$ cat config.mk
export PLATFORM = sky130hd
export DESIGN_NAME = flash_status_wp
export DESIGN_NICKNAME = d
export VERILOG_FILES = /design/src/hw/flash_status_pkg.sv /design/src/hw/protect_range_check.sv /design/src/hw/flash_status_wp.sv
export SDC_FILE = /design/constraint.sdc
export NUM_CORES = 1
export LEC_CHECK = 0
export BUFFER_PORTS_ARGS = -buffer_cell sky130_fd_sc_hd__buf_2
export CORE_MARGIN = 2
export CORE_UTILIZATION = 39
export DETAILED_ROUTE_END_ITERATION = 12
export GPL_TIMING_DRIVEN = 0
export PLACE_DENSITY = 0.84
export SLEW_MARGIN = 20
export SYNTH_ARGS = -nofsm -noshare
export SYNTH_HDL_FRONTEND = slang
export SYNTH_SLANG_ARGS = --single-unit
export TNS_END_PERCENT = 5
$ cat constraint.sdc
create_clock -name CLOCK -period 4.2 [get_ports CLOCK]
set_clock_uncertainty 0.1 [all_clocks]
set_input_delay 0.21 -clock CLOCK [delete_from_list [all_inputs] [get_ports CLOCK]]
set_output_delay 0.21 -clock CLOCK [all_outputs]
set_load 0.01 [all_outputs]
$ cat src/hw/flash_status_pkg.sv
// Package of field positions, reset values and carrier types for the flash status logic.
package flash_status_pkg;

	// ======================================================
	// Status register field positions
	localparam int BUSY_BIT        = 0;
	localparam int WEL_BIT         = 1;
	localparam int LEVEL_LO_BIT    = 2;
	localparam int LEVEL_HI_BIT    = 3;
	localparam int AUTO_INC_BIT    = 6;
	localparam int LOCK_BIT        = 7;
	localparam int TOP_LOCK_BIT    = 2;
	localparam int BOTTOM_LOCK_BIT = 3;

	// ======================================================
	// Reset values
	localparam logic [1:0] LEVEL_RESET = 2'h3;
	localparam logic       LOCK_RESET  = 1'h0;
	localparam logic       SECT_RESET  = 1'h0;

	// ======================================================
	// Array geometry and protected ranges
	localparam int              ADDR_W     = 18;
	localparam logic [17:0]     ADDR_TOP   = 18'h3FFFF;
	localparam logic [17:0]     QUARTER_LO = 18'h30000;
	localparam logic [17:0]     HALF_LO    = 18'h20000;
	localparam logic [17:0]     FULL_LO    = 18'h00000;
	localparam logic [17:0]     SECTOR_SZ  = 18'h01000;

	// ======================================================
	// Operation kinds
	typedef enum logic [2:0] {
		OP_BYTE_PROG,
		OP_AUTO_INC,
		OP_SECTOR_ERASE,
		OP_BLOCK_ERASE,
		OP_CHIP_ERASE
	} op_kind_t;

	// Array write request: kind and inclusive target range.
	typedef struct packed {
		op_kind_t          kind;
		logic [17:0]       first;
		logic [17:0]       last;
	} array_req_t;

	// Status-write payload.
	typedef struct packed {
		logic [7:0] status;
		logic [7:0] sector;
		logic       has_second;
	} status_wr_t;

endpackage

$ cat src/hw/protect_range_check.sv
// Range checker that decides whether an array write request hits protected memory.
`timescale 1ns/1ps
module protect_range_check
(
	// Request
	input  wire flash_status_pkg::array_req_t req,
	// Protection state
	input  wire logic [1:0]                   level,
	input  wire logic                         top_lock,
	input  wire logic                         bottom_lock,
	// Result
	output logic                              blocked
);

	// ======================================================
	// Range decode
	logic [17:0] prot_lo;
	wire         level_none;
	wire         level_hit;
	wire         top_hit;
	wire         bottom_hit;
	wire         chip_refused;

	always_comb
	begin
		unique case (level)
			2'h1:    prot_lo = flash_status_pkg::QUARTER_LO;
			2'h2:    prot_lo = flash_status_pkg::HALF_LO;
			2'h3:    prot_lo = flash_status_pkg::FULL_LO;
			default: prot_lo = flash_status_pkg::FULL_LO;
		endcase
	end

	assign level_none   = (level == 2'h0);
	assign level_hit    = !level_none && (req.last >= prot_lo);
	assign top_hit      = top_lock && (req.last > flash_status_pkg::ADDR_TOP
		- flash_status_pkg::SECTOR_SZ);
	assign bottom_hit   = bottom_lock && (req.first < flash_status_pkg::SECTOR_SZ);
	assign chip_refused = (req.kind == flash_status_pkg::OP_CHIP_ERASE) && !level_none;
	assign blocked      = level_hit || top_hit || bottom_hit || chip_refused;

endmodule

$ cat src/hw/flash_status_wp.sv
// Status registers and write-protection logic of a serial flash.
// What this block does
// - pin low, lock set: refuse status write
// - pin high: lock bit ignored; status write still needs latch, not busy
// - busy bit read-only, cleared at power-up
// - write latch bit; zero rejects program/erase
// - latch clears on disable and completions
// - auto-increment bit; starts in byte mode
// - level bits select protected array range
// - level changes only when pin high/unlocked
// - chip erase only with level zero
// - level bits power up as 11
// - locked: freeze lock, level, sector bits
// - lock bit read/write, powers up zero
// - top/bottom sector lock bits, power-up zero
// - reserved bits read as zero
// - locked sector in range blocks command
`timescale 1ns/1ps
module flash_status_wp
(
	// Clock and reset
	input  wire logic                         CLOCK,
	input  wire logic                         RST_N,
	// Write-protect pin
	input  wire logic                         WP_N,
	// Command strobes from the decoder
	input  wire logic                         WRITE_ENABLE_CMD,
	input  wire logic                         WRITE_DISABLE_CMD,
	input  wire logic                         STATUS_WRITE_CMD,
	input  wire flash_status_pkg::status_wr_t STATUS_WRITE_DATA,
	// Array write request and sequencer handshake
	input  wire logic                         ARRAY_REQ,
	input  wire flash_status_pkg::array_req_t ARRAY_REQ_INFO,
	input  wire logic                         OP_DONE,
	input  wire logic                         AUTO_INC_END,
	// Results
	output logic                              ARRAY_START,
	output logic                              ARRAY_REJECT,
	output logic                              STATUS_WRITE_REJECT,
	// Register read values
	output logic [7:0]                        FLASH_STATUS,
	output logic [7:0]                        SECTOR_LOCK_STATUS
);

	// ======================================================
	// State
	logic [2:0] wp_sync_q;
	logic       wp_level_q;
	logic       busy_q;
	logic       write_enable_latch_q;
	logic       auto_inc_q;
	logic [1:0] level_q;
	logic       protect_lock_bit_q;
	logic       top_sector_lock_q;
	logic       bottom_sector_lock_q;
	logic       array_start_q;
	logic       array_reject_q;
	logic       status_reject_q;
	logic [7:0] flash_status_q;
	logic [7:0] sector_lock_q;

	wire range_blocked;
	wire locked;
	wire status_write_ok;
	wire array_ok;
	wire latch_clear;
	wire latch_set;
	wire [7:0] flash_status_d;
	wire [7:0] sector_lock_d;

	// ======================================================
	// Pin synchroniser: a change counts when stages two and three agree
	always_ff @(posedge CLOCK)
	begin
		if (!RST_N)
		begin
			wp_sync_q  <= 3'h0;
			wp_level_q <= 1'h0;
		end
		else
		begin
			wp_sync_q <= {wp_sync_q[1:0], WP_N};
			if (wp_sync_q[1] == wp_sync_q[2])
				wp_level_q <= wp_sync_q[2];
		end
	end

	// ======================================================
	// Decisions
	protect_range_check u_range
	(
		.req         (ARRAY_REQ_INFO),
		.level       (level_q),
		.top_lock    (top_sector_lock_q),
		.bottom_lock (bottom_sector_lock_q),
		.blocked     (range_blocked)
	);

	assign locked          = !wp_level_q && protect_lock_bit_q;
	// Status write also needs the latch, as the host sets it first.
	assign status_write_ok = STATUS_WRITE_CMD && !locked && write_enable_latch_q
		&& !busy_q;
	assign array_ok        = ARRAY_REQ && write_enable_latch_q && !busy_q
		&& !range_blocked;
	assign latch_set       = WRITE_ENABLE_CMD && !busy_q;
	assign latch_clear     = WRITE_DISABLE_CMD || (busy_q && OP_DONE)
		|| (auto_inc_q && AUTO_INC_END) || status_write_ok;

	// ======================================================
	// Busy, latch and mode
	always_ff @(posedge CLOCK)
	begin
		if (!RST_N)
		begin
			busy_q               <= 1'h0;
			write_enable_latch_q <= 1'h0;
			auto_inc_q           <= 1'h0;
		end
		else
		begin
			if (array_ok)
				busy_q <= 1'h1;
			else if (OP_DONE)
				busy_q <= 1'h0;
			if (latch_clear)
				write_enable_latch_q <= 1'h0;
			else if (latch_set)
				write_enable_latch_q <= 1'h1;
			if (array_ok && ARRAY_REQ_INFO.kind == flash_status_pkg::OP_AUTO_INC)
				auto_inc_q <= 1'h1;
			else if (AUTO_INC_END)
				auto_inc_q <= 1'h0;
		end
	end

	// ======================================================
	// Protection bits
	always_ff @(posedge CLOCK)
	begin
		if (!RST_N)
		begin
			level_q              <= flash_status_pkg::LEVEL_RESET;
			protect_lock_bit_q   <= flash_status_pkg::LOCK_RESET;
			top_sector_lock_q    <= flash_status_pkg::SECT_RESET;
			bottom_sector_lock_q <= flash_status_pkg::SECT_RESET;
		end
		else if (status_write_ok)
		begin
			level_q <= {STATUS_WRITE_DATA.status[flash_status_pkg::LEVEL_HI_BIT],
				STATUS_WRITE_DATA.status[flash_status_pkg::LEVEL_LO_BIT]};
			protect_lock_bit_q <= STATUS_WRITE_DATA.status[flash_status_pkg::LOCK_BIT];
			if (STATUS_WRITE_DATA.has_second)
			begin
				top_sector_lock_q    <= STATUS_WRITE_DATA.sector[flash_status_pkg::TOP_LOCK_BIT];
				bottom_sector_lock_q <=
					STATUS_WRITE_DATA.sector[flash_status_pkg::BOTTOM_LOCK_BIT];
			end
		end
	end

	// ======================================================
	// Read values and result strobes
	assign flash_status_d = {protect_lock_bit_q, auto_inc_q, 2'h0, level_q,
		write_enable_latch_q, busy_q};
	assign sector_lock_d  = {4'h0, bottom_sector_lock_q, top_sector_lock_q, 2'h0};

	always_ff @(posedge CLOCK)
	begin
		if (!RST_N)
		begin
			flash_status_q  <= {flash_status_pkg::LOCK_RESET, 3'h0,
				flash_status_pkg::LEVEL_RESET, 2'h0};
			sector_lock_q   <= 8'h00;
			array_start_q   <= 1'h0;
			array_reject_q  <= 1'h0;
			status_reject_q <= 1'h0;
		end
		else
		begin
			flash_status_q  <= flash_status_d;
			sector_lock_q   <= sector_lock_d;
			array_start_q   <= array_ok;
			array_reject_q  <= ARRAY_REQ && !array_ok;
			status_reject_q <= STATUS_WRITE_CMD && !status_write_ok;
		end
	end

	assign FLASH_STATUS        = flash_status_q;
	assign SECTOR_LOCK_STATUS  = sector_lock_q;
	assign ARRAY_START         = array_start_q;
	assign ARRAY_REJECT        = array_reject_q;
	assign STATUS_WRITE_REJECT = status_reject_q;

	// ======================================================
	// Assertions
	a_lock_refuses_write: assert property (@(posedge CLOCK) disable iff (!RST_N)
		(STATUS_WRITE_CMD && !wp_level_q && protect_lock_bit_q) |=> STATUS_WRITE_REJECT)
		else $error("Locked status write was not refused.");
	a_pin_high_accepts: assert property (@(posedge CLOCK) disable iff (!RST_N)
		(STATUS_WRITE_CMD && wp_level_q && write_enable_latch_q && !busy_q)
		|=> !STATUS_WRITE_REJECT)
		else $error("Status write refused with pin high.");
	a_busy_drops_done: assert property (@(posedge CLOCK) disable iff (!RST_N)
		(busy_q && OP_DONE) |=> ##1 !FLASH_STATUS[0])
		else $error("Busy bit did not clear after completion.");
	a_latch_gates_array: assert property (@(posedge CLOCK) disable iff (!RST_N)
		(ARRAY_REQ && !write_enable_latch_q) |=> (ARRAY_REJECT && !ARRAY_START))
		else $error("Array write started without write latch.");
	a_latch_clears: assert property (@(posedge CLOCK) disable iff (!RST_N)
		(WRITE_DISABLE_CMD || status_write_ok) |=> ##1 !FLASH_STATUS[1])
		else $error("Write latch not cleared.");
	a_chip_needs_zero: assert property (@(posedge CLOCK) disable iff (!RST_N)
		(ARRAY_REQ && ARRAY_REQ_INFO.kind == flash_status_pkg::OP_CHIP_ERASE
		&& level_q != 2'h0) |=> !ARRAY_START)
		else $error("Chip erase started with protection set.");
	a_lock_freezes_bits: assert property (@(posedge CLOCK) disable iff (!RST_N)
		(!wp_level_q && protect_lock_bit_q) |=> ($stable(level_q)
		&& $stable(protect_lock_bit_q) && $stable(top_sector_lock_q)
		&& $stable(bottom_sector_lock_q)))
		else $error("Locked protection bits changed.");
	a_reserved_zero: assert property (@(posedge CLOCK) disable iff (!RST_N)
		(FLASH_STATUS[5:4] == 2'h0) && (SECTOR_LOCK_STATUS[7:4] == 4'h0)
		&& (SECTOR_LOCK_STATUS[1:0] == 2'h0))
		else $error("Reserved status bits not zero.");
	a_sector_blocks: assert property (@(posedge CLOCK) disable iff (!RST_N)
		(ARRAY_REQ && bottom_sector_lock_q && ARRAY_REQ_INFO.first < 18'h01000)
		|=> ARRAY_REJECT)
		else $error("Locked bottom sector was written.");

endmodule

Word-level counts from Yosys, hierarchy flattened

Cells that the tools add are included.

Flip-flop bits (word level): 31
Latch bits: 0
RAM bits: 0
ROM bits: 0
Memories kept: 0

Add/subtract/negate cells: 0
Multipliers: 0
Div/mod/pow operators: 0
Magnitude comparators: 3
Eq/ne operators: 5
Shifts and indexed selects: 0
Multiplexer cells: 5
Bitwise gates (word level): 1
Reductions and logical operators: 35

Operators by type and width:

| operator                                                                       | number |
|---|---|
| 18-bit one-hot mux with 2 select lines                                         | 1 |
| 18-bit greater-or-equal comparator                                             | 1 |
| 18-bit greater-than comparator, second input constant                          | 1 |
| 18-bit by 13-bit less-than comparator with 1-bit output, second input constant | 1 |
| 1-bit logical AND                                                              | 17 |
| 1-bit zero test                                                                | 7 |
| 1-bit logical OR                                                               | 6 |
| 1-bit two-way mux                                                              | 4 |
| 2-bit nonzero test                                                             | 2 |
| 3-bit by 1-bit equality test with 1-bit output, second input constant          | 1 |
| 3-bit equality test, second input constant                                     | 1 |
| 2-bit by 1-bit equality test with 1-bit output, second input constant          | 1 |
| 2-bit equality test, second input constant                                     | 1 |
| 2-bit zero test                                                                | 1 |
| 2-bit AND reduction                                                            | 1 |
| 2-bit OR reduction                                                             | 1 |
| 1-bit equality test                                                            | 1 |
| 1-bit NOT                                                                      | 1 |

Depth between registers and ports, before layout

Depth in word-level cells: 11
Mapped depth: 9
Gate-level depth less buffers: 9

By module

A second synthesis with hierarchy kept.

Cells, all modules: 107
Area, all modules: 1017.2 µm²

Modules (own cells, without submodules):

| module              | times used | cells each | area an instance (µm²) |
|---|---|---|---|
| flash_status_wp     | 1          | 83         | 832.0 |
| protect_range_check | 1          | 24         | 185.2 |

Worst setup path before layout

OpenSTA, ideal clock, no wires.

Path kind: reg2reg
From: reg level_q[0]
To: reg array_reject_q (netlist: ARRAY_REJECT)
Setup time: 0.059 ns
Data arrival time: 1.919 ns
Path slack: 2.121 ns
Stages on the path, launching flop included: 10
Buffers on the path: 0
Clock period less this slack: 2.079 ns
Cell sequence: dfxtp_1 -> inv_1 -> ha_1 -> inv_1 -> ha_1 -> nor4b_2 -> nand4_1 -> or4b_1 -> nand3_2 -> and3_1

Word-level cells in the longest chain between the ends: 11

RTL lines:

| what                                                                                  | line                      | text |
|---|---|---|
| start: declaration                                                                    | flash_status_wp.sv:52     | `logic [1:0] level_q;` |
| start signal: assignment                                                              | flash_status_wp.sv:142    | `level_q <= flash_status_pkg::LEVEL_RESET;` |
| start signal: assignment                                                              | flash_status_wp.sv:149    | `level_q <= {STATUS_WRITE_DATA.status[flash_status_pkg::LEVEL_HI_BIT],` |
| 2-bit equality test or 2-bit by 1-bit equality test with 1-bit output (tied branches) | protect_range_check.sv:26 | `unique case (level)` |
| 18-bit one-hot mux with 2 select lines                                                | protect_range_check.sv:26 |  |
| 18-bit greater-or-equal comparator                                                    | protect_range_check.sv:35 | `assign level_hit = !level_none && (req.last >= prot_lo);` |
| 1-bit logical AND                                                                     | protect_range_check.sv:35 |  |
| 1-bit logical OR (2 in a row)                                                         | protect_range_check.sv:40 | `assign blocked = level_hit \|\| top_hit \|\| bottom_hit \|\| chip_refused;` |
| 1-bit logical OR (*)                                                                  | protect_range_check.sv:40 |  |
| 1-bit zero test (*)                                                                   | flash_status_wp.sv:104    | `&& !range_blocked;` |
| 1-bit logical AND (*)                                                                 | flash_status_wp.sv:104    |  |
| 1-bit zero test (*)                                                                   | flash_status_wp.sv:183    | `array_reject_q <= ARRAY_REQ && !array_ok;` |
| 1-bit logical AND (*)                                                                 | flash_status_wp.sv:183    |  |
| end signal: assignment                                                                | flash_status_wp.sv:183    |  |
| end: declaration                                                                      | flash_status_wp.sv:57     | `logic array_reject_q;` |

Every way passes the cells marked *; elsewhere a longest branch is shown, timed or not.
A chain may end at the register's enable or synchronous reset.

Worst setup path after layout

Same ends and word-level chain as after synthesis.

==> impl_metrics.py <==
metrics = {
    "floorplan": {
        "core_um2": 2280,
        "rows": 17,
        "die_x_um": 53.7,
        "start_util": 0.423,
        "die-area_um2": 2880,
        "pin_count": 84,
        "die_h_um": 53.7,
    },
    "synth": {
        "avgSynthCellArea_um2": 9.34,
        "syn_inst": 103,
        "synth_edf_count": 0,
        "yosys_warnings": 0,
        "synthArstFlopShare": 0,
        "ys_types": 31,
        "synth_largest_area_cell": "dfxtp_1",
        "synth_seq_cells": 23,
        "ys.flop_type": "dfxtp_1",
        "yosysSeqAreaShare": 0.479,
        "syn_area_um2": 962,
        "yosys-top-cells-area": "dfxtp_1 48%, buf_4 6.2%, ha_1 5.2%",
        "synthTopCellsByCount": "23 x dfxtp_1, 10 x nand2_1, 8 x buf_4, 8 x inv_1",
        "yosysMostFrequentCell": "dfxtp_1",
        "synth_top_area_share": 0.479,
    },
    "place": {
        "io_buffers": 52,
        "dp.final_hpwl_um": 1810,
        "gp_congestion": 0.749,
    },
    "drt": {
        "wirelength_um": 2150,
        "drc": 0,
        "num_vias": 926,
        "wl_per_cell_um": 11.1,
        "first_pass_iters": 4,
        "viasPerCell": 4.77,
        "drtAntennaViolNets": 0,
        "first_iter_violations": 11,
    },
    "final_layout": {
        "antennaDiodeCount": 0,
        "drive_gt1_frac": 0.416,
        "area.growth.synth_to_final_pct": 36.3,
        "fin_util": 0.576,
        "final_nets": 236,
    },
    "run": {
        "maxCapViolations": 0,
    },
    "grt": {
        "grt_pass1_wl_um": 3470,
        "grt_pass1_vias": 864,
        "grt_max_degree": 14,
        "track_usage": 0.167,
        "overflow": 0,
        "antenna_found_initial": 0,
    },
    "critical_path": {
        "critPathMaxFanout": 4,
        "r2r_start": "level_q[0]$_SDFFE_PN1P_",
        "critPathMaxStageDelay_ps": 500,
        "crit_chain": "inv_1 > ha_1 > inv_1 > ha_1 > nor4b_2 > nand4_1 > or4b_1 > nand3_2 > and3_1",
        "r2r_setup_slack_ps": 1940,
        "setup.worst_path.class": "flip-flop to flip-flop",
        "reg2reg_depth": 9,
        "slowest_stage": "or4b_1",
        "cp.required_ps": 4360,
        "worstPathArrival_ps": 2420,
        "regToRegEndpoint": "ARRAY_REJECT$_SDFF_PN0_",
        "cp-start-kind": "flip-flop",
        "cp-end-kind": "flip-flop",
    },
    "cts": {
        "clkTransAtPathRegs_ps": 110,
        "clock-root-buffer": "clkbuf_4",
        "post_cts_buffers": 0,
        "cts.sinks": 23,
        "htreeDepth": 1,
        "cts_hold_buffers": 0,
        "cts_resized": 0,
        "numCtsBuffers": 3,
        "tritoncts": "done",
        "insertion_delay_ps": 300,
        "clockBufferDepth": 2,
    },
    "timing": {
        "hold_viol": 0,
        "min_period_ps": 2260,
        "setup_viol": 0,
        "fmax_mhz": 442,
        "rsz0062_at_grt": "no",
        "whs_ps": 5.51,
        "drv_slew": 0,
        "period_share": 0.539,
        "fin_setup_tns_ps": 0,
    },
    "worst_hold_path": {
        "hold_start": "AUTO_INC_END",
        "holdPathEnd": "auto_inc_q$_SDFFE_PN0P_",
        "holdPathStages": 2,
        "min_path_type": "primary input to flip-flop",
    },
    "power_and_ir_drop": {
        "ir_drop_v": 0.000175,
        "leakagePower_nw": 0.660,
        "powerDensity_nw_per_um2": 287,
    },
    "run_status": {
        "outcome": "finished clean",
    },
}
## report_power, final
part / internal (mW) / total, mW / switching [mW]
logic: 0.0288 / 0.0540 / 0.0252
clock network: 0.0355 / 0.0972 / 0.0617
registers: 0.223 / 0.226 / 0.00218
## area by class of cell
cell class / count / area (um2)
clock inverters: 1 / 5.00
clock buffers: 3 / 22.5
flip-flops and latches: 23 / 460
plain buffers: 10 / 67.6
inverters: 10 / 37.5
repair buffers: 52 / 260
multi-input cells: 67 / 423
well taps: 28 / 35.0
fillers: 204 / 965
## worst max-delay path by stage
stage / startpoint / endpoint / slack [ps] / cells after the start
detailed placement: level_q[1]$_SDFFE_PN1P_ / ARRAY_REJECT$_SDFF_PN0_ / 1950 / 9
floorplan: level_q[0]$_SDFFE_PN1P_ / ARRAY_REJECT$_SDFF_PN0_ / 2120 / 9
CTS: level_q[1]$_SDFFE_PN1P_ / ARRAY_REJECT$_SDFF_PN0_ / 1920 / 9
finish: level_q[0]$_SDFFE_PN1P_ / ARRAY_REJECT$_SDFF_PN0_ / 1940 / 9
global route: level_q[1]$_SDFFE_PN1P_ / ARRAY_REJECT$_SDFF_PN0_ / 1760 / 9
global placement: level_q[0]$_SDFFE_PN1P_ / ARRAY_REJECT$_SDFF_PN0_ / 2020 / 9
## layout by cell type, fill, tap and decap left out, drive strengths merged, types with 2 or more instances in the layout
cell    netlist  routed
nand3         4       4
dfxtp        23      23
a21oi         6       6
nor4          5       5
buf           8      60
clkinv        1       2
and2          6       6
clkbuf        2       5
o211ai        2       2
o22ai         2       2
nand2        10      10
or4b          2       2
inv           9       9
conb          1       8
nor2          5       5
ha            4       4
nand4         2       2
## per-layer routing
layer  global-route usage  up-vias  share of wire
li1                     -      464              -
met1                0.169      414           0.37
met2                0.333       44           0.54
met3               0.0194        4          0.087
met4               0.0726        0         0.0079
met5                    0        -              0
## sequential cells by signal (all words and copies together), names as in the netlist
| register | count |
|---|---|
| bottom_sector_lock_q | 1 |
| auto_inc_q | 1 |
| ARRAY_REJECT | 1 |
| FLASH_STATUS | 6 |
| level_q | 2 |
| write_enable_latch_q | 1 |
| protect_lock_bit_q | 1 |
| top_sector_lock_q | 1 |
| wp_level_q | 1 |
| STATUS_WRITE_REJECT | 1 |
| wp_sync_q | 3 |
| busy_q | 1 |
| ARRAY_START | 1 |
| SECTOR_LOCK_STATUS | 2 |
## stage by stage
| step | power [mW] | cell area (um2) | setup slack, ps | instances |
|---|---|---|---|---|
| 2_1_floorplan | 0.256 | 988 | 2120 | 110 |
| 3_3_place_gp | 0.282 | 1280 | 2020 | 190 |
| 3_5_place_dp | 0.284 | 1280 | 1950 | 190 |
| 4_1_cts | 0.379 | 1310 | 1920 | 194 |
| 5_1_grt | 0.395 | 1310 | 1760 | 194 |
| 6_report | 0.377 | 1310 | 1940 | 194 |
## worst max-delay path: cells and delay by family (launching register included)
| family | cells | cell delay [ps] |
|---|---|---|
| fa+ha+maj | 2 | 560 |
| buf+inv | 2 | 110 |
| flops | 1 | 350 |
| simple gates | 5 | 1090 |
## cell families after synthesis
group / share of synthesized area
compound gates: 0.108
buf+inv: 0.109
flops: 0.479
simple gates: 0.248
fa+ha+maj: 0.0520
other cells: 0.00390
No activity file was read; power rests on OpenSTA's default activity.
